$ cat src/adc_readout_pkg.sv
// shared constants and types for the serial converter readout
package adc_readout_pkg;

  // ************************************************************
  // timing
  // ************************************************************
  localparam int CLOCK_PERIOD_NS = 100;
  // internally timed conversion, counted on the block clock
  localparam int CONV_TIME_NS = 7500;
  localparam int CONV_CYCLES = (CONV_TIME_NS + CLOCK_PERIOD_NS - 1) / CLOCK_PERIOD_NS;
  localparam int CONV_COUNT_W = 7;
  localparam logic [CONV_COUNT_W-1:0] CONV_LAST = CONV_COUNT_W'(CONV_CYCLES - 1);
  localparam logic [CONV_COUNT_W-1:0] CONV_COUNT_RESET = 7'h00;

  // ************************************************************
  // data path
  // ************************************************************
  localparam int RESULT_BITS = 10;
  localparam int RESULT_MSB = RESULT_BITS - 1;
  localparam int FIFO_DEPTH = 32;
  localparam logic [RESULT_BITS-1:0] RESULT_RESET = 10'h000;

  // ************************************************************
  // three-level power pin, as seen after the level comparators
  // ************************************************************
  localparam logic [1:0] LEVEL_LOW = 2'h0;
  localparam logic [1:0] LEVEL_FLOAT = 2'h1;
  localparam logic [1:0] LEVEL_HIGH = 2'h2;
  localparam logic [1:0] LEVEL_RESET = 2'h1;

  // ************************************************************
  // pin values after reset
  // ************************************************************
  localparam logic SELECT_RESET = 1'b1;
  localparam logic SCLK_RESET = 1'b0;
  localparam logic OUT_RESET = 1'b0;

  typedef enum logic [2:0] {
    ST_IDLE,
    ST_CONVERT,
    ST_PUSH,
    ST_WAIT_DATA,
    ST_SHIFT
  } conv_state_e;

endpackage

$ cat src/result_fifo.sv
// parameterised first-in first-out buffer with valid and ready on both sides
module result_fifo #(
  parameter int WIDTH = 10,
  parameter int DEPTH = 32
) (
  // clock and reset
  input wire logic clock_in,
  input wire logic arst_n_in,
  // write side
  input wire logic in_valid_in,
  input wire logic [WIDTH-1:0] in_data_in,
  output logic in_ready_out,
  // read side
  output logic out_valid_out,
  output logic [WIDTH-1:0] out_data_out,
  input wire logic out_ready_in
);

  localparam int AW = $clog2(DEPTH);

  typedef struct packed {
    logic [DEPTH-1:0][WIDTH-1:0] mem;
    logic [AW:0] wr_ptr;
    logic [AW:0] rd_ptr;
  } fifo_s;

  fifo_s s_reg;
  fifo_s s_next;
  logic full;
  logic empty;

  // extra pointer bit tells full from empty
  assign empty = (s_reg.wr_ptr == s_reg.rd_ptr);
  assign full = (s_reg.wr_ptr[AW] != s_reg.rd_ptr[AW]) &&
                (s_reg.wr_ptr[AW-1:0] == s_reg.rd_ptr[AW-1:0]);
  assign in_ready_out = !full;
  assign out_valid_out = !empty;
  assign out_data_out = s_reg.mem[s_reg.rd_ptr[AW-1:0]];

  always_comb begin
    s_next = s_reg;
    if (in_valid_in && !full) begin
      s_next.mem[s_reg.wr_ptr[AW-1:0]] = in_data_in;
      s_next.wr_ptr = s_reg.wr_ptr + 1'b1;
    end
    if (out_ready_in && !empty) begin
      s_next.rd_ptr = s_reg.rd_ptr + 1'b1;
    end
  end

  always_ff @(posedge clock_in or negedge arst_n_in) begin
    if (!arst_n_in) begin
      s_reg <= '0;
    end else begin
      s_reg <= s_next;
    end
  end

endmodule

$ cat src/adc_serial_readout.sv
// conversion control and serial readout of a 10-bit converter
//
// Overview of operation
// select falling edge starts a conversion and puts the sampler into hold
// select high keeps the serial output undriven
// serial output changes only on serial clock falling edges; the code drives the completion high without a clock edge
// host clocks readout at 2.1 MHz or slower, stopping allowed
// host keeps each serial clock phase at least 200 ns
// host keeps select high at least 1.5 us between conversions
// low power level input puts the device into power-down
// high or floating power level input means fully operational
// high level enables internal reference, floating level disables it
// completion shows as output high, then ten bits, most significant first
// host keeps serial clock idle during a conversion
// host raises select after last bit, ending the cycle
module adc_serial_readout
  import adc_readout_pkg::*;
(
  // clock and reset
  input wire logic clock_in,
  input wire logic arst_n_in,
  // serial link pins from the host
  input wire logic select_n_in,
  input wire logic serial_clock_in,
  // serial result pin, three-state
  output logic serial_data_out,
  output logic serial_data_oe_out,
  // three-level power pin, as comparator outputs
  input wire logic [1:0] power_level_select_in,
  // analog front end
  input wire logic [RESULT_BITS-1:0] analog_input_in,
  output logic sampler_hold_out,
  // power and reference control
  output logic powered_down_out,
  output logic reference_enable_out
);

  // ************************************************************
  // state
  // ************************************************************
  typedef struct packed {
    logic sel_meta;
    logic sel_sync;
    logic sel_prev;
    logic sclk_meta;
    logic sclk_sync;
    logic sclk_prev;
    logic [1:0] level_meta;
    logic [1:0] level_sync;
    logic [RESULT_BITS-1:0] analog_meta;
    logic [RESULT_BITS-1:0] analog_sync;
    conv_state_e state;
    logic [CONV_COUNT_W-1:0] count;
    logic [RESULT_BITS-1:0] sample;
    logic [RESULT_BITS-1:0] shift;
    logic data;
    logic data_oe;
    logic hold;
    logic powered_down;
    logic ref_enable;
  } readout_s;

  readout_s s_reg;
  readout_s s_next;

  logic sel_fall;
  logic sclk_fall;
  logic fifo_in_valid;
  logic fifo_in_ready;
  logic fifo_out_valid;
  logic fifo_out_ready;
  logic [RESULT_BITS-1:0] fifo_out_data;

  assign sel_fall = s_reg.sel_prev && !s_reg.sel_sync;
  assign sclk_fall = s_reg.sclk_prev && !s_reg.sclk_sync;

  // ************************************************************
  // result buffer between converter and serialiser
  // ************************************************************
  // a pending push stalls the converter until the buffer has room
  assign fifo_in_valid = (s_reg.state == ST_PUSH);
  // the serialiser stalls draining while it shifts; any word left
  // from an aborted frame is dropped while idle
  assign fifo_out_ready = (s_reg.state != ST_SHIFT);

  result_fifo #(
    .WIDTH(RESULT_BITS),
    .DEPTH(FIFO_DEPTH)
  ) u_result_fifo (
    .clock_in(clock_in),
    .arst_n_in(arst_n_in),
    .in_valid_in(fifo_in_valid),
    .in_data_in(s_reg.sample),
    .in_ready_out(fifo_in_ready),
    .out_valid_out(fifo_out_valid),
    .out_data_out(fifo_out_data),
    .out_ready_in(fifo_out_ready)
  );

  // ************************************************************
  // next state
  // ************************************************************
  always_comb begin
    s_next = s_reg;

    // pins cross into the block clock through two flip-flops
    s_next.sel_meta = select_n_in;
    s_next.sel_sync = s_reg.sel_meta;
    s_next.sel_prev = s_reg.sel_sync;
    // serial clock is sampled, so each phase must span two block cycles
    s_next.sclk_meta = serial_clock_in;
    s_next.sclk_sync = s_reg.sclk_meta;
    s_next.sclk_prev = s_reg.sclk_sync;
    s_next.level_meta = power_level_select_in;
    s_next.level_sync = s_reg.level_meta;
    // the converter word is sampled, not handshaken: it must stand still
    // for a few cycles around the select fall, or a torn word is taken
    s_next.analog_meta = analog_input_in;
    s_next.analog_sync = s_reg.analog_meta;

    s_next.powered_down = (s_reg.level_sync == LEVEL_LOW);
    s_next.ref_enable = (s_reg.level_sync == LEVEL_HIGH);

    case (s_reg.state)
      ST_IDLE: begin
        s_next.data_oe = 1'b0;
        s_next.data = OUT_RESET;
        s_next.hold = 1'b0;
        // conversions are refused while powered down
        if (sel_fall && !s_reg.powered_down) begin
          s_next.state = ST_CONVERT;
          s_next.count = CONV_COUNT_RESET;
          s_next.sample = s_reg.analog_sync;
          s_next.hold = 1'b1;
          s_next.data_oe = 1'b1;
          s_next.data = 1'b0;
        end
      end
      ST_CONVERT: begin
        // serial clock is ignored here; host keeps it idle
        if (s_reg.count == CONV_LAST) begin
          s_next.state = ST_PUSH;
        end else begin
          s_next.count = s_reg.count + 1'b1;
        end
      end
      ST_PUSH: begin
        // a full buffer delays completion rather than losing a result
        if (fifo_in_ready) begin
          s_next.state = ST_WAIT_DATA;
          s_next.hold = 1'b0;
        end
      end
      ST_WAIT_DATA: begin
        // completion shows only once the word sits in the serialiser
        if (fifo_out_valid) begin
          s_next.state = ST_SHIFT;
          s_next.shift = fifo_out_data;
          s_next.data = 1'b1;
        end
      end
      ST_SHIFT: begin
        // zeros follow once the ten bits are out
        if (sclk_fall) begin
          s_next.data = s_reg.shift[RESULT_MSB];
          s_next.shift = {s_reg.shift[RESULT_MSB-1:0], 1'b0};
        end
      end
      default: begin
        s_next.state = ST_IDLE;
      end
    endcase

    // select high or power-down ends any frame at once
    if (s_reg.state != ST_IDLE && (s_reg.sel_sync || s_reg.powered_down)) begin
      s_next.state = ST_IDLE;
      s_next.data_oe = 1'b0;
      s_next.data = OUT_RESET;
      s_next.hold = 1'b0;
    end
  end

  // ************************************************************
  // registers
  // ************************************************************
  always_ff @(posedge clock_in or negedge arst_n_in) begin
    if (!arst_n_in) begin
      s_reg.sel_meta <= SELECT_RESET;
      s_reg.sel_sync <= SELECT_RESET;
      s_reg.sel_prev <= SELECT_RESET;
      s_reg.sclk_meta <= SCLK_RESET;
      s_reg.sclk_sync <= SCLK_RESET;
      s_reg.sclk_prev <= SCLK_RESET;
      s_reg.level_meta <= LEVEL_RESET;
      s_reg.level_sync <= LEVEL_RESET;
      s_reg.analog_meta <= RESULT_RESET;
      s_reg.analog_sync <= RESULT_RESET;
      s_reg.state <= ST_IDLE;
      s_reg.count <= CONV_COUNT_RESET;
      s_reg.sample <= RESULT_RESET;
      s_reg.shift <= RESULT_RESET;
      s_reg.data <= OUT_RESET;
      s_reg.data_oe <= OUT_RESET;
      s_reg.hold <= OUT_RESET;
      s_reg.powered_down <= OUT_RESET;
      s_reg.ref_enable <= OUT_RESET;
    end else begin
      s_reg <= s_next;
    end
  end

  // ************************************************************
  // outputs, all straight from flip-flops
  // ************************************************************
  assign serial_data_out = s_reg.data;
  assign serial_data_oe_out = s_reg.data_oe;
  assign sampler_hold_out = s_reg.hold;
  assign powered_down_out = s_reg.powered_down;
  assign reference_enable_out = s_reg.ref_enable;

endmodule

$ cat config.mk
export PLATFORM = sky130hd
export DESIGN_NAME = adc_serial_readout
export DESIGN_NICKNAME = d
export VERILOG_FILES = /design/src/adc_readout_pkg.sv /design/src/result_fifo.sv /design/src/adc_serial_readout.sv
export SDC_FILE = /design/constraint.sdc
export NUM_CORES = 1
export LEC_CHECK = 0
export BUFFER_PORTS_ARGS = -buffer_cell sky130_fd_sc_hd__buf_4
export CORE_MARGIN = 2
export CORE_UTILIZATION = 43
export CTS_CLUSTER_DIAMETER = 200
export DETAILED_ROUTE_END_ITERATION = 10
export PLACE_DENSITY = 0.66
export SYNTH_ARGS = -nofsm -noshare
export SYNTH_HDL_FRONTEND = slang
export SYNTH_SLANG_ARGS = --single-unit
$ cat constraint.sdc
create_clock -name clock_in -period 6.15 [get_ports clock_in]
set_clock_uncertainty 0.15 [all_clocks]
set_input_delay 0.9225 -clock clock_in [delete_from_list [all_inputs] [get_ports clock_in]]
set_output_delay 0.9225 -clock clock_in [all_outputs]
set_load 0.02 [all_outputs]
## After elaboration in Yosys (flattened, before gate mapping)

Cells that the tools add are included.
W data, S select, Z words.

| word-level totals | value |
|---|---|
| register bits after elaboration | 397 |
| output and inout bits | 5 |
| logic and storage cells | 129 |

| cells by class | value |
|---|---|
| add/subtract/negate cells | 3 |
| $lt $le $gt $ge | 3 |
| equal/unequal tests | 20 |
| muxes and demuxes | 22 |
| reductions and logical operators | 28 |

Operators with widths:

| operator | count |
|---|---|
| $bwmux W320 | 1 |
| $bmux W10 S5 | 1 |
| $demux W10 S5 | 1 |
| $mux W11 | 2 |
| $mux W10 | 2 |
| $mux W20 | 1 |
| $pmux W10 S2 | 1 |
| $ne A3 B3 Y1 const B | 6 |
| $mux W3 | 5 |
| $pmux W3 S5 | 1 |
| $pmux W7 S2 | 1 |
| $add A6 B1 Y6 const B | 2 |
| $lt A5 B6 Y1 const B | 2 |
| $ne A2 B2 Y1 const B | 5 |
| $reduce_and A3 Y1 | 3 |
| $logic_and A1 B1 Y1 | 8 |
| $add A7 B1 Y7 const B | 1 |
| $eq A7 B7 Y1 const B | 1 |
| $mux W7 | 1 |
| $eq A3 B2 Y1 const B | 2 |
| $eq A6 B6 Y1 | 1 |
| $reduce_bool A2 Y1 | 3 |
| $reduce_bool A3 Y1 | 2 |
| $eq A5 B5 Y1 | 1 |
| other kinds (16) | 22 |

## Longest topological paths before layout

| depth | value |
|---|---|
| word-level depth | 6 |
| depth in mapped cells | 9 |

## Modules after synthesis

From an unflattened synthesis, not the netlist that was laid out.

| unflattened totals | value |
|---|---|
| cells, all modules | 1240 |
| area total of the unflattened synthesis | 17957.2 um^2 |

Modules (own cells, without submodules):

| module | instances | cells each | area each (um^2) | seq. area each (um^2) |
|---|---|---|---|---|
| result_fifo | 1 | 1023 | 15488.6 | 8308.0 |
| adc_serial_readout | 1 | 217 | 2468.6 | 1632.8 |

## Worst setup path before layout

Ideal clock, no wire load.

| timing path | value |
|---|---|
| path kind | register -> register |
| start | register u_result_fifo.s_reg[0] in the netlist's numbering |
| end | register s_reg[14] in the netlist's numbering |
| arrival | 1.914 ns |
| data required time | 5.862 ns |
| path slack | 3.948 ns |
| cell stages (with the launch flop) | 8 |
| path buffers | 3 |
| period minus slack after synthesis | 2.202 ns |
| path through | dfrtp_1 -> buf_6 -> buf_6 -> buf_6 -> mux4_2 -> a211o_1 -> o211ai_1 -> o211ai_1 |

| on the way | value |
|---|---|
| cells in the longest elaborated chain, start to end | 4 |
| elaborated cells between the ends (all ways) | 7 |

RTL lines:

| item | line | RTL |
|---|---|---|
| from (decl) | result_fifo.sv:27 | `fifo_s s_reg;` |
| from (signal assigned) | result_fifo.sv:55 | `s_reg <= s_next;` |
| $bmux W10 S5 | result_fifo.sv:38 | `assign out_data_out = s_reg.mem[s_reg.rd_ptr[AW-1:0]];` |
| $mux W10 (not written as such) | result_fifo.sv:38 |  |
| $mux W11 | adc_serial_readout.sv:156 | `if (fifo_out_valid) begin` |
| $pmux W10 S2 | adc_serial_readout.sv:124 | `case (s_reg.state)` |
| to (signal assigned) | adc_serial_readout.sv:208 | `s_reg <= s_next;` |
| to (decl) | adc_serial_readout.sv:63 | `readout_s s_reg;` |

Parallel ways exist; a longest one is shown, timed or not. The select of a mux whose other input is x is not followed.
A chain may end at the register's enable or synchronous reset.

## Worst setup path in the final report

| timing path | value |
|---|---|
| start | register u_result_fifo.s_reg[0] in the netlist's numbering |
| end | register u_result_fifo.s_reg[217] in the netlist's numbering |

| on the way | value |
|---|---|
| cells in the longest elaborated chain, start to end | 4 |

RTL lines:

| item | line | RTL |
|---|---|---|
| $eq A5 B5 Y1 | result_fifo.sv:35 | `(s_reg.wr_ptr[AW-1:0] == s_reg.rd_ptr[AW-1:0]);` |
| $logic_and A1 B1 Y1 | result_fifo.sv:34 | `assign full = (s_reg.wr_ptr[AW] != s_reg.rd_ptr[AW]) &&` |
| $logic_not A1 Y1 | -- |  |
| $logic_and A1 B1 Y1 | result_fifo.sv:42 | `if (in_valid_in && !full) begin` |

Every way passes these cells.

==> impl_metrics.ini <==
[worst_setup_path]
max_stage_delay_ps = 840
startpoint_type = flip-flop
path_cells = xor2_2 > nor2_1 > a31oi_4 > buf_4 > and3_1 > mux2_2
crit_path_top_delay_cell = dfrtp_4
cp_max_fo = 31
setup.worst_path.end_class = flip-flop
critPathKind = reg -> reg
reg2reg_depth = 6
worstPathArrival_ps = 3940
critPathRequiredTime_ps = 6420

[global_route]
grt_max_degree = 148
gr-usage-all-layers = 0.185
overflow = 0
grt_pass1_wl_um = 62500
antenna_found_initial = 0
grt_pass1_vias = 10400

[clocking]
tritoncts = built
clk_pin_slew_ps = 60
post-cts-setup-buffers = 0
cts_root_buf = clkbuf_16
clock_path_buffers = 3
clock-sinks = 397
clkLatencyLatePin_ps = 550
htreeDepth = 2
ctsHoldBuffers = 0
cts_resized = 0
cts_buffers = 42

[final_layout]
final_cells = 1761
syn_to_final_growth_pct = 10.3
drive_above_1_share = 0.385
diodes = 0
largest_register_ffs = 332
nets = 1216

[timing]
fin_crit_sh = 0.597
finalHoldViolations = 0
max_freq_ghz = 0.272
fin_ws_ps = 2480
whs_ps = 185
worst_pin_slew_ps = 1170
final.setup.tns_ps = 0
period_minus_slack_ps = 3670
setup-violations-final = 0
slew_violations = 0
slew_headroom = 0.221
rsz0062_at_grt = false

[synthesis]
synth_compound_area_frac = 0.0376
yosys.area_share.simple = 0.0623
synth_warnings = 0
syn_area_per_cell_sq_um = 15.0
async_reset_ff_frac = 1.00
synth-edff-count = 0
ys_ff_latch = 397
synth_top_family_by_area = multiplexers
yosys.area_share.xor_xnor = 0.0110
synth_fa_ha_area_frac = 0.00485
postSynthCellCount = 1201
yosysUniqueCellTypes = 54
syn_nets = 1224
synth_flop_cell = dfrtp_1
syn-cell-area_sq_mm = 0.0180
seq_area_frac_synth = 0.551
synth_mux_area_frac = 0.303

[power]
power_density_mw_per_mm2 = 285
vdd_drop_max_mv = 0.189
p_leak_uw = 0.00939
finalPower_uw = 5680

[place]
placedCellCount = 1688
dp_slack_ps = 2450
dp_hpwl_um = 24600
finalWeightedCongestion = 0.812
port_buffers = 20

[floorplan]
die_h_um = 209
io_pins = 21
core_area_sq_mm = 0.0417
num_rows = 75
floorplan.die_area_sq_mm = 0.0436
initial_core_util = 0.433
die_x_um = 209

[routing]
vias = 10000
routed_wl_um = 39400
drtIter0Drc = 533
drc = 0
antenna_left = 0
firstDrtPassIters = 4
vias_per_cell = 5.68
wl_per_cell_um = 22.4

[run_status]
status = complete, no violations

[worst_hold_path]
holdPathStages = 0
hold_class = reg -> reg

[flow_run]
max_cap_viol_count = 0
==> synth_stat cells (15+ instances only) <==
master    count  area [sq um]
mux4_2       63          1420
buf_6        15           169
mux2_1       58           653
and3_1       16           100
nor2_1       18          67.6
clkbuf_1     46           173
nand2_1      57           214
mux2i_1      42           420
dfrtp_1     392          9810
nand3_4      22           385
buf_2        17          85.1
mux2_2      264          2970
==> metal layers <==
metal | share of wire | wire length, um | up-vias | GRT usage
met2 | 0.47 | 18500 | 172 | 0.294
met5 | 0 | 0 | - | 0
li1 | - | - | 4429 | -
met4 | 0.025 | 988 | 0 | 0.0554
met3 | 0.041 | 1600 | 60 | 0.0343
met1 | 0.46 | 18300 | 5342 | 0.261
==> report_power, final <==
| part | switching, uW | leakage [uW] | internal, uW |
|---|---|---|---|
| combinational | 286 | 0.00326 | 79.4 |
| clock | 1000 | 0.000687 | 1540 |
| sequential | 107 | 0.00545 | 2660 |
==> worst paths after layout <==
path | startpoint | end | slack (ps)
setup / recovery | u_result_fifo.s_reg[0]$_DFFE_PN0P_ | u_result_fifo.s_reg[217]$_DFFE_PN0P_ | 2480
hold / removal | s_next[60]$_DFF_PN0_ | s_next[59]$_DFF_PN0_ | 190
setup reg to reg | u_result_fifo.s_reg[0]$_DFFE_PN0P_ | u_result_fifo.s_reg[217]$_DFFE_PN0P_ | 2480
hold reg to reg | s_next[60]$_DFF_PN0_ | s_next[59]$_DFF_PN0_ | 190
max in group asynchronous | arst_n_in | u_result_fifo.s_reg[60]$_DFFE_PN0P_ | 4250
min in group asynchronous | arst_n_in | u_result_fifo.s_reg[157]$_DFFE_PN0P_ | 290
==> per-stage QoR <==
stage / util / cell area, sq um
after floorplan: - / 18000
after global placement: 0.444 / 18500
after detailed placement: 0.444 / 18500
after CTS: 0.478 / 19900
after global routing: 0.478 / 19900
final: 0.478 / 19900
==> cells by family (layout without fill, tap and decap cells) <==
logic type / count (synthesis) / in the layout
adder cells (fa/ha/maj): 7 / 7
flip-flops: 397 / 397
AO/OA/AOI/OAI: 87 / 87
buffers and inverters: 96 / 117
multiplexers: 427 / 427
XOR/XNOR: 21 / 21
AND/OR/NAND/NOR: 166 / 166
==> layout by cell type, fill, tap and decap left out, types with 16 or more instances in the layout <==
cell type,Yosys,layout
dfrtp_1,392,389
mux2_1,58,58
clkbuf_16,0,43
nand2_1,57,57
nand3_4,22,22
nor2_1,18,18
mux2i_1,42,42
buf_4,6,35
and3_1,16,16
mux2_2,264,264
mux4_2,63,63
==> cell type report <==
| class | instances | area [sq um] |
|---|---|---|
| multi-input combinational | 708 | 7550 |
| sequential | 397 | 9950 |
| fill | 3611 | 21800 |
| timing repair buffer | 38 | 318 |
| clock buffer | 60 | 1220 |
| tap | 539 | 674 |
| inverter | 6 | 22.5 |
| clock inverter | 13 | 171 |
==> worst max-delay path: cells and delay by family (launching register included) <==
kind	cells	cell delay, ps
flip-flops	1	840
AND/OR/NAND/NOR	2	670
AO/OA/AOI/OAI	1	710
buffers and inverters	1	560
multiplexers	1	390
XOR/XNOR	1	210
No activity file was read; power rests on OpenSTA's default activity.
